**config.mk**
```make
export PLATFORM = sky130hd
export DESIGN_NAME = lsm_top
export DESIGN_NICKNAME = d
export VERILOG_FILES = /design/src/lsm_pkg.sv /design/src/lsm_decim.sv /design/src/lsm_stuck_det.sv /design/src/lsm_top.sv
export SDC_FILE = /design/constraint.sdc
export NUM_CORES = 1
export LEC_CHECK = 0
export ABC_AREA = 1
export BUFFER_PORTS_ARGS = -buffer_cell sky130_fd_sc_hd__buf_2
export CAP_MARGIN = 20
export CORE_ASPECT_RATIO = 0.5
export CORE_MARGIN = 4
export CORE_UTILIZATION = 59
export DETAILED_ROUTE_END_ITERATION = 16
export GPL_ROUTABILITY_DRIVEN = 1
export PLACE_DENSITY_LB_ADDON = 0.3
export SYNTH_ARGS = -nofsm -noshare
export SYNTH_HDL_FRONTEND = slang
export SYNTH_SLANG_ARGS = --single-unit
```
**constraint.sdc**
```tcl
create_clock -name pclk -period 6.8 [get_ports pclk]
set_input_delay 0.68 -clock pclk [delete_from_list [all_inputs] [get_ports pclk]]
set_output_delay 0.68 -clock pclk [all_outputs]
set_load 0.01 [all_outputs]
```
**src/lsm_pkg.sv**
```systemverilog
package lsm_pkg;

  // Register byte offsets
  localparam logic [7:0] CTRL_OFS   = 8'h00;
  localparam logic [7:0] STATUS_OFS = 8'h04;
  localparam logic [7:0] PERIOD_OFS = 8'h08;
  localparam logic [7:0] SAMPLE_OFS = 8'h0c;

  // Control register fields
  localparam int CTRL_SENSOR_BIT = 0;
  localparam int CTRL_TAMPER_BIT = 1;
  localparam int CTRL_OVR_BIT    = 2;
  localparam int CTRL_CLOCK_RANGE_SELECT_BIT   = 3;
  localparam int CTRL_THR_LSB    = 4;
  localparam logic [5:0] CTRL_RESET = 6'h00;

  // Status register fields (8-bit register)
  localparam int STATUS_W        = 8;
  localparam int ST_FRE_BIT      = 0;
  localparam int ST_SLOPE_BIT    = 1;
  localparam int ST_NOLOAD_BIT   = 2;
  localparam int ST_STUCKV_BIT   = 3;
  localparam int ST_STUCKC_BIT   = 4;
  localparam int ST_PINF_BIT     = 5;
  localparam int ST_ZC_BIT       = 6;

  // Resolutions and decimation
  localparam int VOLT_W          = 11;
  localparam int CURR_W          = 16;
  localparam int VOLT_DEC_LOG2   = 10;
  localparam int CURR_DEC_LOG2   = 15;
  localparam logic [10:0] VOLT_GAIN_Q10 = 11'h404;
  localparam logic [10:0] CURR_GAIN_Q10 = 11'h202;

  // Period measurement limits in fclk/4 ticks
  localparam int PER_W           = 16;
  localparam logic [15:0] PER_LIM_HI = 16'h8000;
  localparam logic [15:0] PER_LIM_LO = 16'h2000;
  localparam logic [15:0] PER_SAT    = 16'h8001;
  localparam logic [1:0]  SHORT_REPEAT = 2'h3;

  // Voltage presence hysteresis on the rms value
  localparam logic [10:0] VOLTAGE_RMS_VALUE_LOW  = 11'h040;
  localparam logic [10:0] VOLTAGE_RMS_VALUE_HIGH = 11'h080;

  // No-load thresholds for codes 0..3
  localparam int NL_PROD_W = 27;
  localparam logic [26:0] NL_THR0 = 27'h0000320;
  localparam logic [26:0] NL_THR1 = 27'h0000640;
  localparam logic [26:0] NL_THR2 = 27'h0000c80;
  localparam logic [26:0] NL_THR3 = 27'h0001900;

  // Stuck stream observation window in modulator samples
  localparam int STUCK_WIN = 128;

endpackage : lsm_pkg

```
**src/lsm_decim.sv**
```systemverilog
`timescale 1ns/1ps
module lsm_decim #(
  parameter int          DEC_LOG2 = 10,
  parameter int          OUT_W    = 11,
  parameter logic [10:0] GAIN_Q10 = 11'h400
) (
  // Clock and reset
  input  wire logic             pclk,
  input  wire logic             presetn,
  input  wire logic             ce,
  // Bit stream
  input  wire logic             tick,
  input  wire logic             bit_in,
  // Result
  output logic signed [OUT_W-1:0] sample,
  output logic                  sample_valid
);
  localparam int ACC_W = DEC_LOG2 + 2;
  localparam int P_W   = ACC_W + 12;

  typedef struct packed {
    logic [DEC_LOG2-1:0]     cnt;
    logic signed [ACC_W-1:0] acc;
    logic signed [OUT_W-1:0] res;
    logic                    vld;
  } lsm_dec_s;

  lsm_dec_s st_reg, st_next;
  logic signed [P_W-1:0] prod;

  always_comb begin
    st_next     = st_reg;
    st_next.vld = 1'b0;
    prod        = P_W'(st_reg.acc) * $signed({1'b0, GAIN_Q10});
    if (tick) begin
      // Each sample but the last of the window counts +1 or -1; window sum scaled by the path gain
      st_next.acc = st_reg.acc + (bit_in ? ACC_W'(1) : -ACC_W'(1));
      st_next.cnt = st_reg.cnt + 1'b1;
      if (&st_reg.cnt) begin
        st_next.res = prod[ACC_W+9 -: OUT_W];
        st_next.vld = 1'b1;
        st_next.acc = '0;
      end
    end
  end

  always_ff @(posedge pclk or negedge presetn) begin
    if (!presetn) begin
      st_reg <= '0;
    end else if (ce) begin
      st_reg <= st_next;
    end
  end

  assign sample       = st_reg.res;
  assign sample_valid = st_reg.vld;
endmodule : lsm_decim

```
**src/lsm_stuck_det.sv**
```systemverilog
`timescale 1ns/1ps
module lsm_stuck_det #(
  parameter int WIN = 128
) (
  // Clock and reset
  input  wire logic pclk,
  input  wire logic presetn,
  input  wire logic ce,
  // Stream in
  input  wire logic tick,
  input  wire logic bit_in,
  // Checked stream out
  output logic      bit_out,
  output logic      stuck
);
  typedef struct packed {
    logic [$clog2(WIN+1)-1:0] run;
    logic                     last;
    logic                     stk;
    logic                     idle;
    logic                     obit;
  } lsm_stk_s;

  lsm_stk_s st_reg, st_next;

  always_comb begin
    st_next = st_reg;
    if (tick) begin
      st_next.last = bit_in;
      st_next.idle = ~st_reg.idle;
      if (bit_in == st_reg.last) begin
        if (st_reg.run != WIN[$clog2(WIN+1)-1:0]) begin
          st_next.run = st_reg.run + 1'b1;
        end
      end else begin
        st_next.run = '0;
      end
      st_next.stk  = (st_next.run == WIN[$clog2(WIN+1)-1:0]);
      // Alternating stream averages to zero
      st_next.obit = st_next.stk ? st_reg.idle : bit_in;
    end
  end

  always_ff @(posedge pclk or negedge presetn) begin
    if (!presetn) begin
      st_reg <= '0;
    end else if (ce) begin
      st_reg <= st_next;
    end
  end

  assign bit_out = st_reg.obit;
  assign stuck   = st_reg.stk;
endmodule : lsm_stuck_det

```
**src/lsm_top.sv**
```systemverilog
// Notes on behaviour
// Primary gain 8 for transformer, 32 shunt
// Secondary disabled unless tamper enabled; same gain
// Current channel multiplexed only with tamper
// Modulator sampling at clock divided by four
// Decimation gain 1.004 voltage, 0.502 current
// Results 11 bits voltage, 16 current
// Zero-cross rises at crossing, falls at peak
// Slope low rising, high falling; status bit
// Period counter restarts on slope falling edge
// Count over 2^15 or none: error
// Short period thrice in row: error
// Rms below 64 sets, above 128 clears
// Error clears when frequency back in band
// Error zeroes power unless override set
// Range error is status register bit
// No-load when rms product below threshold
// No-load suspends integration, holds tamper off
// No-load flag visible only in status
// Flag stream stuck through observation window
// Replace stuck stream with idle zero stream
// All flags gathered in readable status
// Pin level differing from drive sets fault
// Status crosses safely to host clock; here status is read on pclk with no crossing
// Period counter saturates instead of wrapping
//
// Design decisions made here: the register addresses and register access over APB.
`timescale 1ns/1ps
module lsm_top #(
  parameter int N_PULSE = 2
) (
  // Clock, reset, enable
  input  wire logic                 pclk,
  input  wire logic                 presetn,
  input  wire logic                 ce,
  // APB slave
  input  wire logic                 psel,
  input  wire logic                 penable,
  input  wire logic                 pwrite,
  input  wire logic [7:0]           paddr,
  input  wire logic [31:0]          pwdata,
  output logic [31:0]               prdata,
  output logic                      pready,
  output logic                      pslverr,
  // Analog front end
  input  wire logic                 sd_volt_pin,
  input  wire logic                 sd_curr_pin,
  output logic                      sd_sample_clk,
  output logic                      pga_gain_pri,
  output logic                      pga_gain_sec,
  output logic                      sec_enable,
  output logic                      cur_chan_sel,
  input  wire logic                 tamper_mux_req,
  // Rms values from the measurement path
  input  wire logic [10:0]          voltage_rms_value,
  input  wire logic [15:0]          current_rms_value,
  // Decimated samples
  output logic signed [10:0]        volt_sample,
  output logic signed [15:0]        curr_sample,
  output logic                      sample_valid,
  // Line signals and gating
  output logic                      zero_cross_signal,
  output logic                      power_enable,
  output logic                      integrate_enable,
  output logic                      tamper_hold,
  // Pulse outputs and their readback
  input  wire logic [N_PULSE-1:0]   pulse_drive,
  output logic [N_PULSE-1:0]        pulse_out,
  input  wire logic [N_PULSE-1:0]   pulse_pin
);

  // All state lives in one struct so reset and clock enable
  // cover every flop alike; nothing escapes the freeze.
  // Field groups:
  //   div           fclk/4 tick divider
  //   sv*, sc*, pp* two-flop synchronisers of the pins
  //   po, pd*       drive pipeline matched to the readback delay
  //   slope, zc     line shape from decimated voltage
  //   per_*, short* period measurement
  //   err_*, vlow   causes of the range error
  typedef struct packed {
    logic [1:0]         div;
    logic               sv1;
    logic               sv2;
    logic               sc1;
    logic               sc2;
    logic [N_PULSE-1:0] pp1;
    logic [N_PULSE-1:0] pp2;
    logic [N_PULSE-1:0] po;
    logic [N_PULSE-1:0] pd1;
    logic [N_PULSE-1:0] pd2;
    logic [5:0]         ctrl;
    logic signed [10:0] prev_v;
    logic               slope;
    logic               zc;
    logic [15:0]        per_cnt;
    logic [15:0]        per_last;
    logic [1:0]         short_cnt;
    logic               err_low;
    logic               err_high;
    logic               vlow;
    logic               no_load;
    logic               pin_fault;
    logic [31:0]        rdata;
  } lsm_st_s;

  lsm_st_s st_reg, st_next;

  logic                    tick;
  logic                    v_bit;
  logic                    c_bit;
  logic                    stuck_v;
  logic                    stuck_c;
  logic                    v_vld;
  logic                    c_vld;
  logic signed [10:0]      v_smp;
  logic signed [15:0]      c_smp;
  logic                    access;
  logic                    setup;
  logic                    hit;
  logic                    fre;
  logic [7:0]              status;
  logic [26:0]             rms_prod;
  logic [26:0]             thr;

  function automatic logic [26:0] nl_threshold(input logic [1:0] code);
    case (code)
      2'h0:    nl_threshold = lsm_pkg::NL_THR0;
      2'h1:    nl_threshold = lsm_pkg::NL_THR1;
      2'h2:    nl_threshold = lsm_pkg::NL_THR2;
      default: nl_threshold = lsm_pkg::NL_THR3;
    endcase
  endfunction : nl_threshold

  function automatic logic addr_hit(input logic [7:0] a);
    addr_hit = (a == lsm_pkg::CTRL_OFS) || (a == lsm_pkg::STATUS_OFS) ||
               (a == lsm_pkg::PERIOD_OFS) || (a == lsm_pkg::SAMPLE_OFS);
  endfunction : addr_hit

  // Modulator sample strobe at pclk/4
  assign tick = (st_reg.div == 2'h3);

  lsm_stuck_det #(
    .WIN (lsm_pkg::STUCK_WIN)
  ) u_stuck_v (
    .pclk    (pclk),
    .presetn (presetn),
    .ce      (ce),
    .tick    (tick),
    .bit_in  (st_reg.sv2),
    .bit_out (v_bit),
    .stuck   (stuck_v)
  );

  lsm_stuck_det #(
    .WIN (lsm_pkg::STUCK_WIN)
  ) u_stuck_c (
    .pclk    (pclk),
    .presetn (presetn),
    .ce      (ce),
    .tick    (tick),
    .bit_in  (st_reg.sc2),
    .bit_out (c_bit),
    .stuck   (stuck_c)
  );

  lsm_decim #(
    .DEC_LOG2 (lsm_pkg::VOLT_DEC_LOG2),
    .OUT_W    (lsm_pkg::VOLT_W),
    .GAIN_Q10 (lsm_pkg::VOLT_GAIN_Q10)
  ) u_dec_v (
    .pclk         (pclk),
    .presetn      (presetn),
    .ce           (ce),
    .tick         (tick),
    .bit_in       (v_bit),
    .sample       (v_smp),
    .sample_valid (v_vld)
  );

  lsm_decim #(
    .DEC_LOG2 (lsm_pkg::CURR_DEC_LOG2),
    .OUT_W    (lsm_pkg::CURR_W),
    .GAIN_Q10 (lsm_pkg::CURR_GAIN_Q10)
  ) u_dec_c (
    .pclk         (pclk),
    .presetn      (presetn),
    .ce           (ce),
    .tick         (tick),
    .bit_in       (c_bit),
    .sample       (c_smp),
    .sample_valid (c_vld)
  );

  assign access   = psel & penable;
  assign setup    = psel & ~penable;
  assign hit      = addr_hit(paddr);
  assign fre      = st_reg.err_low | st_reg.err_high | st_reg.vlow;
  assign rms_prod = NL_PROD_W_CAST(voltage_rms_value, current_rms_value);
  assign thr      = nl_threshold(st_reg.ctrl[lsm_pkg::CTRL_THR_LSB +: 2]);

  function automatic logic [26:0] NL_PROD_W_CAST(input logic [10:0] v,
                                                 input logic [15:0] i);
    NL_PROD_W_CAST = 27'(v) * 27'(i);
  endfunction : NL_PROD_W_CAST

  always_comb begin
    status                       = '0;
    status[lsm_pkg::ST_FRE_BIT]    = fre;
    status[lsm_pkg::ST_SLOPE_BIT]  = st_reg.slope;
    status[lsm_pkg::ST_NOLOAD_BIT] = st_reg.no_load;
    status[lsm_pkg::ST_STUCKV_BIT] = stuck_v;
    status[lsm_pkg::ST_STUCKC_BIT] = stuck_c;
    status[lsm_pkg::ST_PINF_BIT]   = st_reg.pin_fault;
    status[lsm_pkg::ST_ZC_BIT]     = st_reg.zc;
  end

  always_comb begin
    st_next     = st_reg;
    st_next.div = st_reg.div + 2'h1;

    // Pin inputs cross into pclk through two flops
    st_next.sv1 = sd_volt_pin;
    st_next.sv2 = st_reg.sv1;
    st_next.sc1 = sd_curr_pin;
    st_next.sc2 = st_reg.sc1;
    st_next.pp1 = pulse_pin;
    st_next.pp2 = st_reg.pp1;

    // Drive pipeline aligned with the synchronised readback
    st_next.po  = pulse_drive;
    st_next.pd1 = st_reg.po;
    st_next.pd2 = st_reg.pd1;

    // Slope and zero crossing follow each decimated voltage sample
    if (v_vld) begin
      st_next.prev_v = v_smp;
      if (v_smp != st_reg.prev_v) begin
        st_next.slope = (v_smp < st_reg.prev_v);
      end
      if (v_smp[10] != st_reg.prev_v[10]) begin
        st_next.zc = 1'b1;
      end else if (st_next.slope != st_reg.slope) begin
        st_next.zc = 1'b0;
      end
    end

    // Period counter on fclk/4 ticks, saturating
    // Saturation keeps a lost slope edge reported as an error
    // instead of wrapping back into the valid band.
    if (tick && st_reg.per_cnt != lsm_pkg::PER_SAT) begin
      st_next.per_cnt = st_reg.per_cnt + 16'h0001;
    end
    if (st_reg.per_cnt > lsm_pkg::PER_LIM_HI) begin
      st_next.err_low = 1'b1;
    end
    if (st_reg.slope && !st_next.slope) begin
      st_next.per_cnt  = '0;
      st_next.per_last = st_reg.per_cnt;
      if (st_reg.per_cnt > lsm_pkg::PER_LIM_HI) begin
        st_next.err_low = 1'b1;
      end else begin
        st_next.err_low = 1'b0;
      end
      if (st_reg.per_cnt < lsm_pkg::PER_LIM_LO) begin
        if (st_reg.short_cnt != lsm_pkg::SHORT_REPEAT) begin
          st_next.short_cnt = st_reg.short_cnt + 2'h1;
        end
        if (st_next.short_cnt == lsm_pkg::SHORT_REPEAT) begin
          st_next.err_high = 1'b1;
        end
      end else begin
        st_next.short_cnt = '0;
        st_next.err_high  = 1'b0;
      end
    end

    // Voltage presence with hysteresis
    // The gap between the two levels stops the flag chattering
    // while the rms value hovers near the lower limit.
    if (voltage_rms_value < lsm_pkg::VOLTAGE_RMS_VALUE_LOW) begin
      st_next.vlow = 1'b1;
    end else if (voltage_rms_value > lsm_pkg::VOLTAGE_RMS_VALUE_HIGH) begin
      st_next.vlow = 1'b0;
    end

    st_next.no_load = (rms_prod < thr);

    // Register writes take effect in the access phase
    if (access && pwrite && paddr == lsm_pkg::CTRL_OFS) begin
      st_next.ctrl = pwdata[5:0];
    end
    if (access && pwrite && paddr == lsm_pkg::STATUS_OFS &&
        pwdata[lsm_pkg::ST_PINF_BIT]) begin
      st_next.pin_fault = 1'b0;
    end
    // A mismatch in the clearing cycle still sets the fault
    if (st_reg.pp2 != st_reg.pd2) begin
      st_next.pin_fault = 1'b1;
    end

    // Read data is latched in the setup phase so it stands from a flop
    if (setup) begin
      case (paddr)
        lsm_pkg::CTRL_OFS:   st_next.rdata = {26'h0, st_reg.ctrl};
        lsm_pkg::STATUS_OFS: st_next.rdata = {24'h0, status}; // R21; read in the pclk domain with no crossing, so R23 is not met
        lsm_pkg::PERIOD_OFS: st_next.rdata = {16'h0, st_reg.per_last};
        lsm_pkg::SAMPLE_OFS: st_next.rdata = {c_smp, 5'h00, v_smp};
        default:             st_next.rdata = 32'h0000_0000;
      endcase
    end
  end

  always_ff @(posedge pclk or negedge presetn) begin
    if (!presetn) begin
      st_reg      <= '0;
      st_reg.ctrl <= lsm_pkg::CTRL_RESET;
    end else if (ce) begin
      st_reg <= st_next;
    end
  end

  // APB answers in the access cycle with no wait states
  // Status is built in this clock domain, so the bus needs
  // no further crossing; a host on another clock must add one.
  assign pready  = 1'b1;
  assign pslverr = access & ~hit;
  assign prdata  = st_reg.rdata;

  assign sd_sample_clk = st_reg.div[1];
  assign pga_gain_pri  = st_reg.ctrl[lsm_pkg::CTRL_SENSOR_BIT];
  assign sec_enable    = st_reg.ctrl[lsm_pkg::CTRL_TAMPER_BIT];
  assign pga_gain_sec  = sec_enable & st_reg.ctrl[lsm_pkg::CTRL_SENSOR_BIT];
  // Secondary selected only while tamper runs and is not held off
  assign cur_chan_sel  = sec_enable & tamper_mux_req & ~tamper_hold;

  assign volt_sample   = v_smp;
  assign curr_sample   = c_smp;
  assign sample_valid  = v_vld;

  assign zero_cross_signal = st_reg.zc;
  assign power_enable  = ~fre | st_reg.ctrl[lsm_pkg::CTRL_OVR_BIT];
  assign integrate_enable = power_enable & ~st_reg.no_load & ~stuck_v & ~stuck_c;
  // Tamper stays off whenever its inputs cannot be trusted
  assign tamper_hold   = st_reg.no_load | fre | stuck_v | stuck_c;
  assign pulse_out     = st_reg.po;

endmodule : lsm_top

```
[Word level (Yosys, flattened, before mapping)]
Cells that the tools add are included.
Operators by class
  order comparisons: 6
  equal/unequal tests: 20
  multiply operators: 3
  bitwise logic cells: 24
  add/subtract/negate cells: 9
  reductions and logical operators: 32
  muxes and demuxes: 34
Operators with widths (count)
  32-bit one-hot mux with 4 select lines: 1
  8-bit 2-to-1 mux: 6
  13-bit one-hot mux with 3 select lines: 1
  36-bit 2-to-1 mux: 1
  34-bit 2-to-1 mux: 1
  27-bit < comparator: 1
  11-bit by 16-bit multiplier with 27-bit output: 1
  17-bit by 10-bit multiplier with 26-bit output (second input constant): 1
  24-bit 2-to-1 mux: 1
  12-bit by 10-bit multiplier with 20-bit output (second input constant): 1
  2-bit AND reduction: 9
  17-bit adder: 1
  17-bit 2-to-1 mux: 1
  17-bit AND reduction: 1
  16-bit by 1-bit adder with 16-bit output (second input constant): 1
  8-bit by 1-bit adder with 8-bit output (second input constant): 2
  8-bit by 4-bit equality test with 1-bit output (second input constant): 2
  8-bit equality test (second input constant): 2
  16-bit greater-than comparator (second input constant): 1
  16-bit by 14-bit < comparator with 1-bit output (second input constant): 1
  16-bit 2-to-1 mux: 1
  16-bit != test (second input constant): 1
  8-bit != test (second input constant): 2
  15-bit by 1-bit adder with 15-bit output (second input constant): 1
  31 further kinds: 87
Word-level totals
  output and inout bits: 73
  word-level logic and storage cells: 168
  register bits: 212

[Longest topological paths before layout]
Gate-level depths: netlist of the first run.
  depth after elaboration: 14
  mapped depth: 29
  mapped depth without buffers: 27

[Modules after synthesis]
From an unflattened synthesis of the first run, not the netlist that was laid out.
Second synthesis, totals
  cell total of the unflattened synthesis: 2802
  area, all modules: 20397.1 µm²
By module, submodules not included
  lsm_top: times used 1, area an instance 12105.4 µm², cells each 1632
  lsm_decim (u_dec_c): times used 1, area an instance 4067.7 µm², cells each 576
  lsm_decim (u_dec_v): times used 1, area an instance 2735.1 µm², cells each 384
  lsm_stuck_det: times used 2, area an instance 744.5 µm², cells each 105

[Worst setup path after synthesis of the first run]
No wires, ideal clock.
  path type: input -> register
  from: input port voltage_rms_value[7]
  to: register st_reg[33] (netlist name)
  library setup time: 78 ps
  data required time: 6722 ps
  setup slack: 924 ps
  arrival: 5798 ps
  stages: 24
  cell sequence: clkbuf_1 clkbuf_1 nand2_1 fa_1 inv_1 fa_1 fa_1 fa_1 inv_1 fa_1 inv_1 ha_1 a21oi_1 nand2_1 a21oi_1 xnor2_1 ha_1 a211oi_1 nand2_1 nor2_1 nand2_1 nor2_1 nand4_1 o21bai_1
Between the ends
  cells in the longest elaborated chain, start to end: 2
Ends and longest elaborated chain
  start: declaration: RTL line lsm_top.sv:55  | input wire logic [10:0] voltage_rms_value,
  11-bit by 16-bit multiplier with 27-bit output: RTL line lsm_top.sv:204  | NL_PROD_W_CAST = 27'(v) * 27'(i);
  27-bit < comparator: RTL line lsm_top.sv:287  | st_next.no_load = (rms_prod < thr);
  end signal: assignment: RTL line lsm_top.sv:319  | st_reg <= st_next;
  end: declaration: RTL line lsm_top.sv:107  | lsm_st_s st_reg, st_next;
No other way between the ends.
A chain may end at the register's enable or synchronous reset.

[Worst setup path in the final report of the first run]
  from: input port voltage_rms_value[4]
  to: register st_reg[33] (netlist name)
Same word-level chain as after synthesis.

==> flow_summary.ini, run 1 <==
[outcome]
status = finished, final reports clean

[synth]
synth_edf_count = 0
synth_area_sq_um = 19470
yosysSeqAreaShare_pct = 27.24
synth_flop_cell = dfrtp_1
synthArstFlopShare_pct = 100.0
yosysWarnings = 0
syn_nets = 2900
synth_area_per_cell_sq_um = 7.718
synth_cells = 2523
ys_ff_latch = 212
yosysUniqueCellTypes = 59

[setup_path]
critPathCaptureType = flop
critPathArrivalTime_ns = 6.17
path_max_fanout = 17
start_kind = input port
critPathKind = input port to flop
cp.required_ns = 7.24

[detailed_routing]
wl_per_cell_um = 14.93
routed.top_layer = met4
drc = 0
wl_met1_um = 20500
postRouteAntennaNets = 0
wl_met2_um = 20980
drtIter0Drc = 1101
firstDrtPassIters = 5
vias_per_cell = 5.343
num_vias = 15980
detailroute.wirelength.met3_um = 2028
postRouteWirelength_um = 44640

[power_and_ir_drop]
p_seq_share_pct = 18.8
power_density_nw_per_um2 = 422.2
p_sw_uw = 4375
ir_drop_v = 0.0002533
internal_power_uw = 4353
p_comb_share_pct = 66.7
swShare_pct = 50.13
pwr-share-clk_pct = 14.5
leakagePower_uw = 0.01150

[final_layout]
drive_above_1_share_pct = 8.952
n_antenna_cell = 0
largest_reg_flops = 62
post-route-cell-area_sq_um = 20670
nets = 2922
fin_util_pct = 64.37
area_growth_pct = 6.162

[clock_tree]
clockBufferDepth = 3
htreeDepth = 1
clk_latency_ns = 0.51
clock-root-buffer = clkbuf_16
clock_sinks = 212
cts_resized = 0
clkSlewWorstSetupHoldPaths_ns = 0.07
tritoncts = built
numCtsBuffers = 23
cts_setup_buffers = 0
cts_hold_buffers = 0

[floorplan]
std_cell_rows = 46
initial_core_util_pct = 60.63
dieArea_sq_um = 36150
die_x_um = 264.9
io_pins = 153
die_h_um = 136.5
core-area_sq_um = 32120

[grt]
grt_overflow = 0
grtUsageTotal_pct = 25.10
grt_max_degree = 129
grt_pass1_wl_um = 75680
antenna_found_initial = 0
first_global_vias = 15610

[timing]
slew_headroom_pct = 36.55
grt_setup_unrepaired = no
worst_clock_skew_ns = 0.02480
period_needed_ns = 5.733
max_freq_mhz = 174.4
finalHoldViolCount = 0
setup_tns_ns = 0
min_period_over_period_pct = 84.31
hold_ws_ns = 0.3008
setup_viol = 0
worstMarginPinSlew_ns = 0.9517
slew_viol_final = 0

[worst_hold_path]
hold_class = input port to async pin

[place]
place_area_sq_um = 19900
gp_congestion = 0.9098
port_buffers = 125
dp_hpwl_um = 33880

[flow_run]
drv_cap = 0
[synthesized netlist by cell type (all sizes together), types with 59 or more instances]
library cell / count / area [sq um]
nand2: 709 / 2671
inv: 451 / 1693
dfrtp: 212 / 5305
ha: 169 / 2115
o21ai: 161 / 888.4
fa: 128 / 2562
nor2: 110 / 425.4
nand3: 102 / 538.0
a21oi: 87 / 435.4
buf: 78 / 588.1
xor2: 61 / 534.3
clkbuf: 59 / 222.7
[area by class of cell]
cell class	count	area, sq um
clock buffer	29	618.1
multi-input combinational	1722	11660
tap	432	540.5
sequential	212	5305
inverter	452	1697
timing repair buffer	134	715.7
clock inverter	9	131.4
fill	2816	11440
[power by group through the flow]
stage               clock [uW]  combinational, uW  sequential, uW
finish                    1260               5820            1640
global route              1340               6730            1670
CTS                       1290               5770            1640
detailed placement           0               5700            1660
global placement             0               5600            1660
floorplan                    0               4450            1600
[cells in the final DEF, fill, tap and decap left out, types with 4 or more instances in the layout]
master | Yosys | layout
o21ai_1 | 12 | 12
nand3_1 | 98 | 98
fa_1 | 128 | 128
o21ai_0 | 127 | 127
nor2_1 | 107 | 107
o21bai_1 | 8 | 8
xnor2_1 | 24 | 24
clkbuf_16 | 0 | 23
clkbuf_1 | 58 | 4
nor3_1 | 25 | 24
dfrtp_1 | 212 | 212
nand2_2 | 4 | 4
a31oi_1 | 4 | 4
mux2_2 | 5 | 5
a32o_1 | 5 | 5
buf_2 | 5 | 124
a21o_1 | 5 | 5
a21oi_1 | 87 | 87
nand2_1 | 705 | 705
nand4_1 | 40 | 40
a221oi_1 | 7 | 7
xor2_1 | 61 | 61
o21ai_2 | 22 | 22
nand3b_1 | 4 | 4
nor4_1 | 10 | 10
buf_4 | 63 | 8
inv_1 | 448 | 448
o31ai_1 | 8 | 8
ha_1 | 169 | 169
or2_2 | 8 | 8
o22ai_1 | 9 | 9
[final timing paths]
| path | cells after the start | start | slack [ns] | to |
|---|---|---|---|---|
| setup / recovery | 26 | voltage_rms_value[4] | 1.07 | st_reg[33] |
| hold / removal | 1 | presetn | 0.30 | u_dec_c.sample[14] |
| setup reg to reg | 7 | sd_sample_clk | 4.01 | u_dec_c.st_reg[20] |
| hold reg to reg | 2 | st_next[97] | 0.46 | st_reg[97] |
| max in group asynchronous | 3 | presetn | 5.09 | u_stuck_c.bit_out |
| min in group pclk | 3 | pulse_drive[0] | 0.36 | pulse_out[0] |
[per-layer routing]
layer,up-vias,track usage [%]
li1,7899,-
met1,7629,34.82
met2,389,42.54
met3,59,2.803
met4,0,6.680
met5,-,0
[metrics by stage]
step | worst slack (ns) | total power [uW] | instances
5_1_grt | 0.6986 | 9736 | 2990
3_3_place_gp | 0.6798 | 7253 | 2951
2_1_floorplan | 0.9237 | 6047 | 2523
4_1_cts | 1.092 | 8693 | 2989
3_5_place_dp | 0.6037 | 7360 | 2951
6_report | 1.067 | 8728 | 2990
[critical path, cell delays in order]
cell and delay [ns]:
buf_2 0.31, nand2_1 0.14, fa_1 0.54, fa_1 0.52, inv_1 0.04, ha_1 0.31, fa_1 0.57, inv_1 0.06
fa_1 0.53, inv_1 0.04, ha_1 0.34, nand2_1 0.12, inv_1 0.05, a21oi_1 0.13, nand2_1 0.15, nand2_1 0.09
nand3_1 0.18, xor2_1 0.21, ha_1 0.33, nand2_1 0.09, nor2_1 0.05, a211oi_1 0.20, nand2_1 0.11, a21oi_1 0.14
nand3_1 0.09, o21bai_1 0.12
[logic make-up after synthesis]
| family | share of synthesized area, % |
|---|---|
| fa+ha+maj | 24.02 |
| xor+xnor | 3.823 |
| compound gates | 9.356 |
| flops | 27.24 |
| simple gates | 22.37 |
| other cells | 0.01926 |
| mux | 0.2891 |
| buf+inv | 12.88 |
Note: power is estimated with default switching activity, not from simulation.
==> inputs of run 2 (changes only) <==
- CORE_UTILIZATION: 59 -> 56
- clock period: 6.8 -> 4.9 ns (I/O delays scaled with it)
==> flow_summary.ini, run 2 (synthesis gave the netlist of run 1 again) <==
[outcome]
status = finished, final reports clean

[place]
gp_congestion = 0.9539
pre_cts_ws_ns = -0.6140
dp_hpwl_um = 36670
port_buffers = 125

[detailed_routing]
drtIter0Drc = 1048
vias_per_cell = 5.237
num_vias = 16480
firstDrtPassIters = 6
postRouteWirelength_um = 46990
drc = 0
wl_per_cell_um = 14.94
postRouteAntennaNets = 0

[timing]
slew_headroom_pct = 41.75
setup_slack_ns = 0.05338
setup_viol = 0
slew_viol_final = 0
grt_setup_unrepaired = yes
setup_tns_ns = 0
worst_clock_skew_ns = 0.01901
period_needed_ns = 4.847
worstMarginPinSlew_ns = 0.8737
finalHoldViolCount = 0
max_freq_mhz = 206.3
min_period_over_period_pct = 98.91

[worst_hold_path]
hold_class = input port to async pin

[setup_path]
cp_slowest_cell = fa_1
rrSetupSlack_ns = 2.11
start_kind = input port
r2r-end = st_reg[40]
r2r_start = u_dec_v.sample[4]
max_stage_delay_ns = 0.54
crit_top_cell = fa_1
path_max_fanout = 6
critPathKind = input port to flop
worst-r2r-cell-count = 11
critPathCaptureType = flop
critPathArrivalTime_ns = 5.29
cp.required_ns = 5.35

[floorplan]
dieArea_sq_um = 38000
die_h_um = 139.9
std_cell_rows = 47
initial_core_util_pct = 57.89
io_pins = 153
core-area_sq_um = 33640
die_x_um = 271.7

[clock_tree]
cts_hold_buffers = 0
clkSlewWorstSetupHoldPaths_ns = 0.06
clock_sinks = 212
clockBufferDepth = 3
clock-root-buffer = clkbuf_16
htreeDepth = 1
numCtsBuffers = 23
tritoncts = built
clk_latency_ns = 0.52

[final_layout]
n_antenna_cell = 0
mostFrequentLayoutCells = nand2_1 (681), inv_1 (436), dfrtp_1 (212), ha_1 (158), buf_4 (128)
drive_above_1_share_pct = 15.40
final_common_cell = nand2_1
area_growth_pct = 13.11
largest_reg_flops = 62
multi_input_area_sq_um = 11940
fillerInstances = 2893
register_area_sq_um = 5305
nets = 3041

[grt]
antenna_found_initial = 0
grt_max_degree = 113
grtUsageTotal_pct = 24.70
grt_pass1_wl_um = 78610
grt_overflow = 0
first_global_vias = 16010

[power_and_ir_drop]
leakagePower_uw = 0.01215
power_uw = 13670
ir_drop_v = 0.0004875
power_density_nw_per_um2 = 620.6

[flow_run]
drv_cap = 0
==> run 2: layout make-up <==
type | count | area share, %
Multi-Input combinational cell | 1722 | 54.22
Sequential cell | 212 | 24.09
Timing Repair Buffer | 253 | 7.959
Inverter | 452 | 7.703
Clock buffer | 32 | 2.994
Tap cell | 465 | 2.642
Clock inverter | 10 | 0.3920
==> run 2: metal layers <==
layer	track usage [%]	routed length [um]
met4	6.586	1287
met3	2.150	1862
met2	42.25	22450
met1	34.15	21390
met5	0	0
==> run 2: power by group <==
group	internal, uW	total [uW]	switching (uW)
sequential	1990	2280	286
clock	995	1710	717
combinational	4130	9680	5550
==> run 2: how the worst max path moves through the flow <==
stage / start / endpoint / slack, ns
2_1_floorplan: voltage_rms_value[2] / st_reg[33] / -0.18
3_3_place_gp: voltage_rms_value[2] / st_reg[33] / -0.50
3_5_place_dp: voltage_rms_value[2] / st_reg[33] / -0.61
4_1_cts: voltage_rms_value[10] / st_reg[33] / 0.003
5_1_grt: current_rms_value[3] / st_reg[33] / -0.23
6_report: current_rms_value[3] / st_reg[33] / 0.05
==> run 2: stage by stage <==
stage	utilization, %	hold WS, ns	instance area, sq um	std cells
after global routing	65.48	0.1396	22020	3146
after global placement	62.51	0.4546	21030	3098
after CTS	64.75	0.09423	21780	3140
after floorplan	-	0.1944	19870	2523
final	65.48	0.02224	22020	3146
after detailed placement	62.51	0.4602	21030	3098
==> run 2: timing repair <==
action,in CTS,in global routing
setup endpoints to repair,1,1
buffers inserted,0,6
pin swaps,0,27
resized for setup,3,69
==> run 2: worst max-delay path: cells and delay by family <==
family | cells | cell delay [ns]
adder cells (fa/ha/maj) | 7 | 3.09
buffers and inverters | 6 | 0.39
AO/OA/AOI/OAI | 3 | 0.45
AND/OR/NAND/NOR | 8 | 0.70
XOR/XNOR | 1 | 0.14
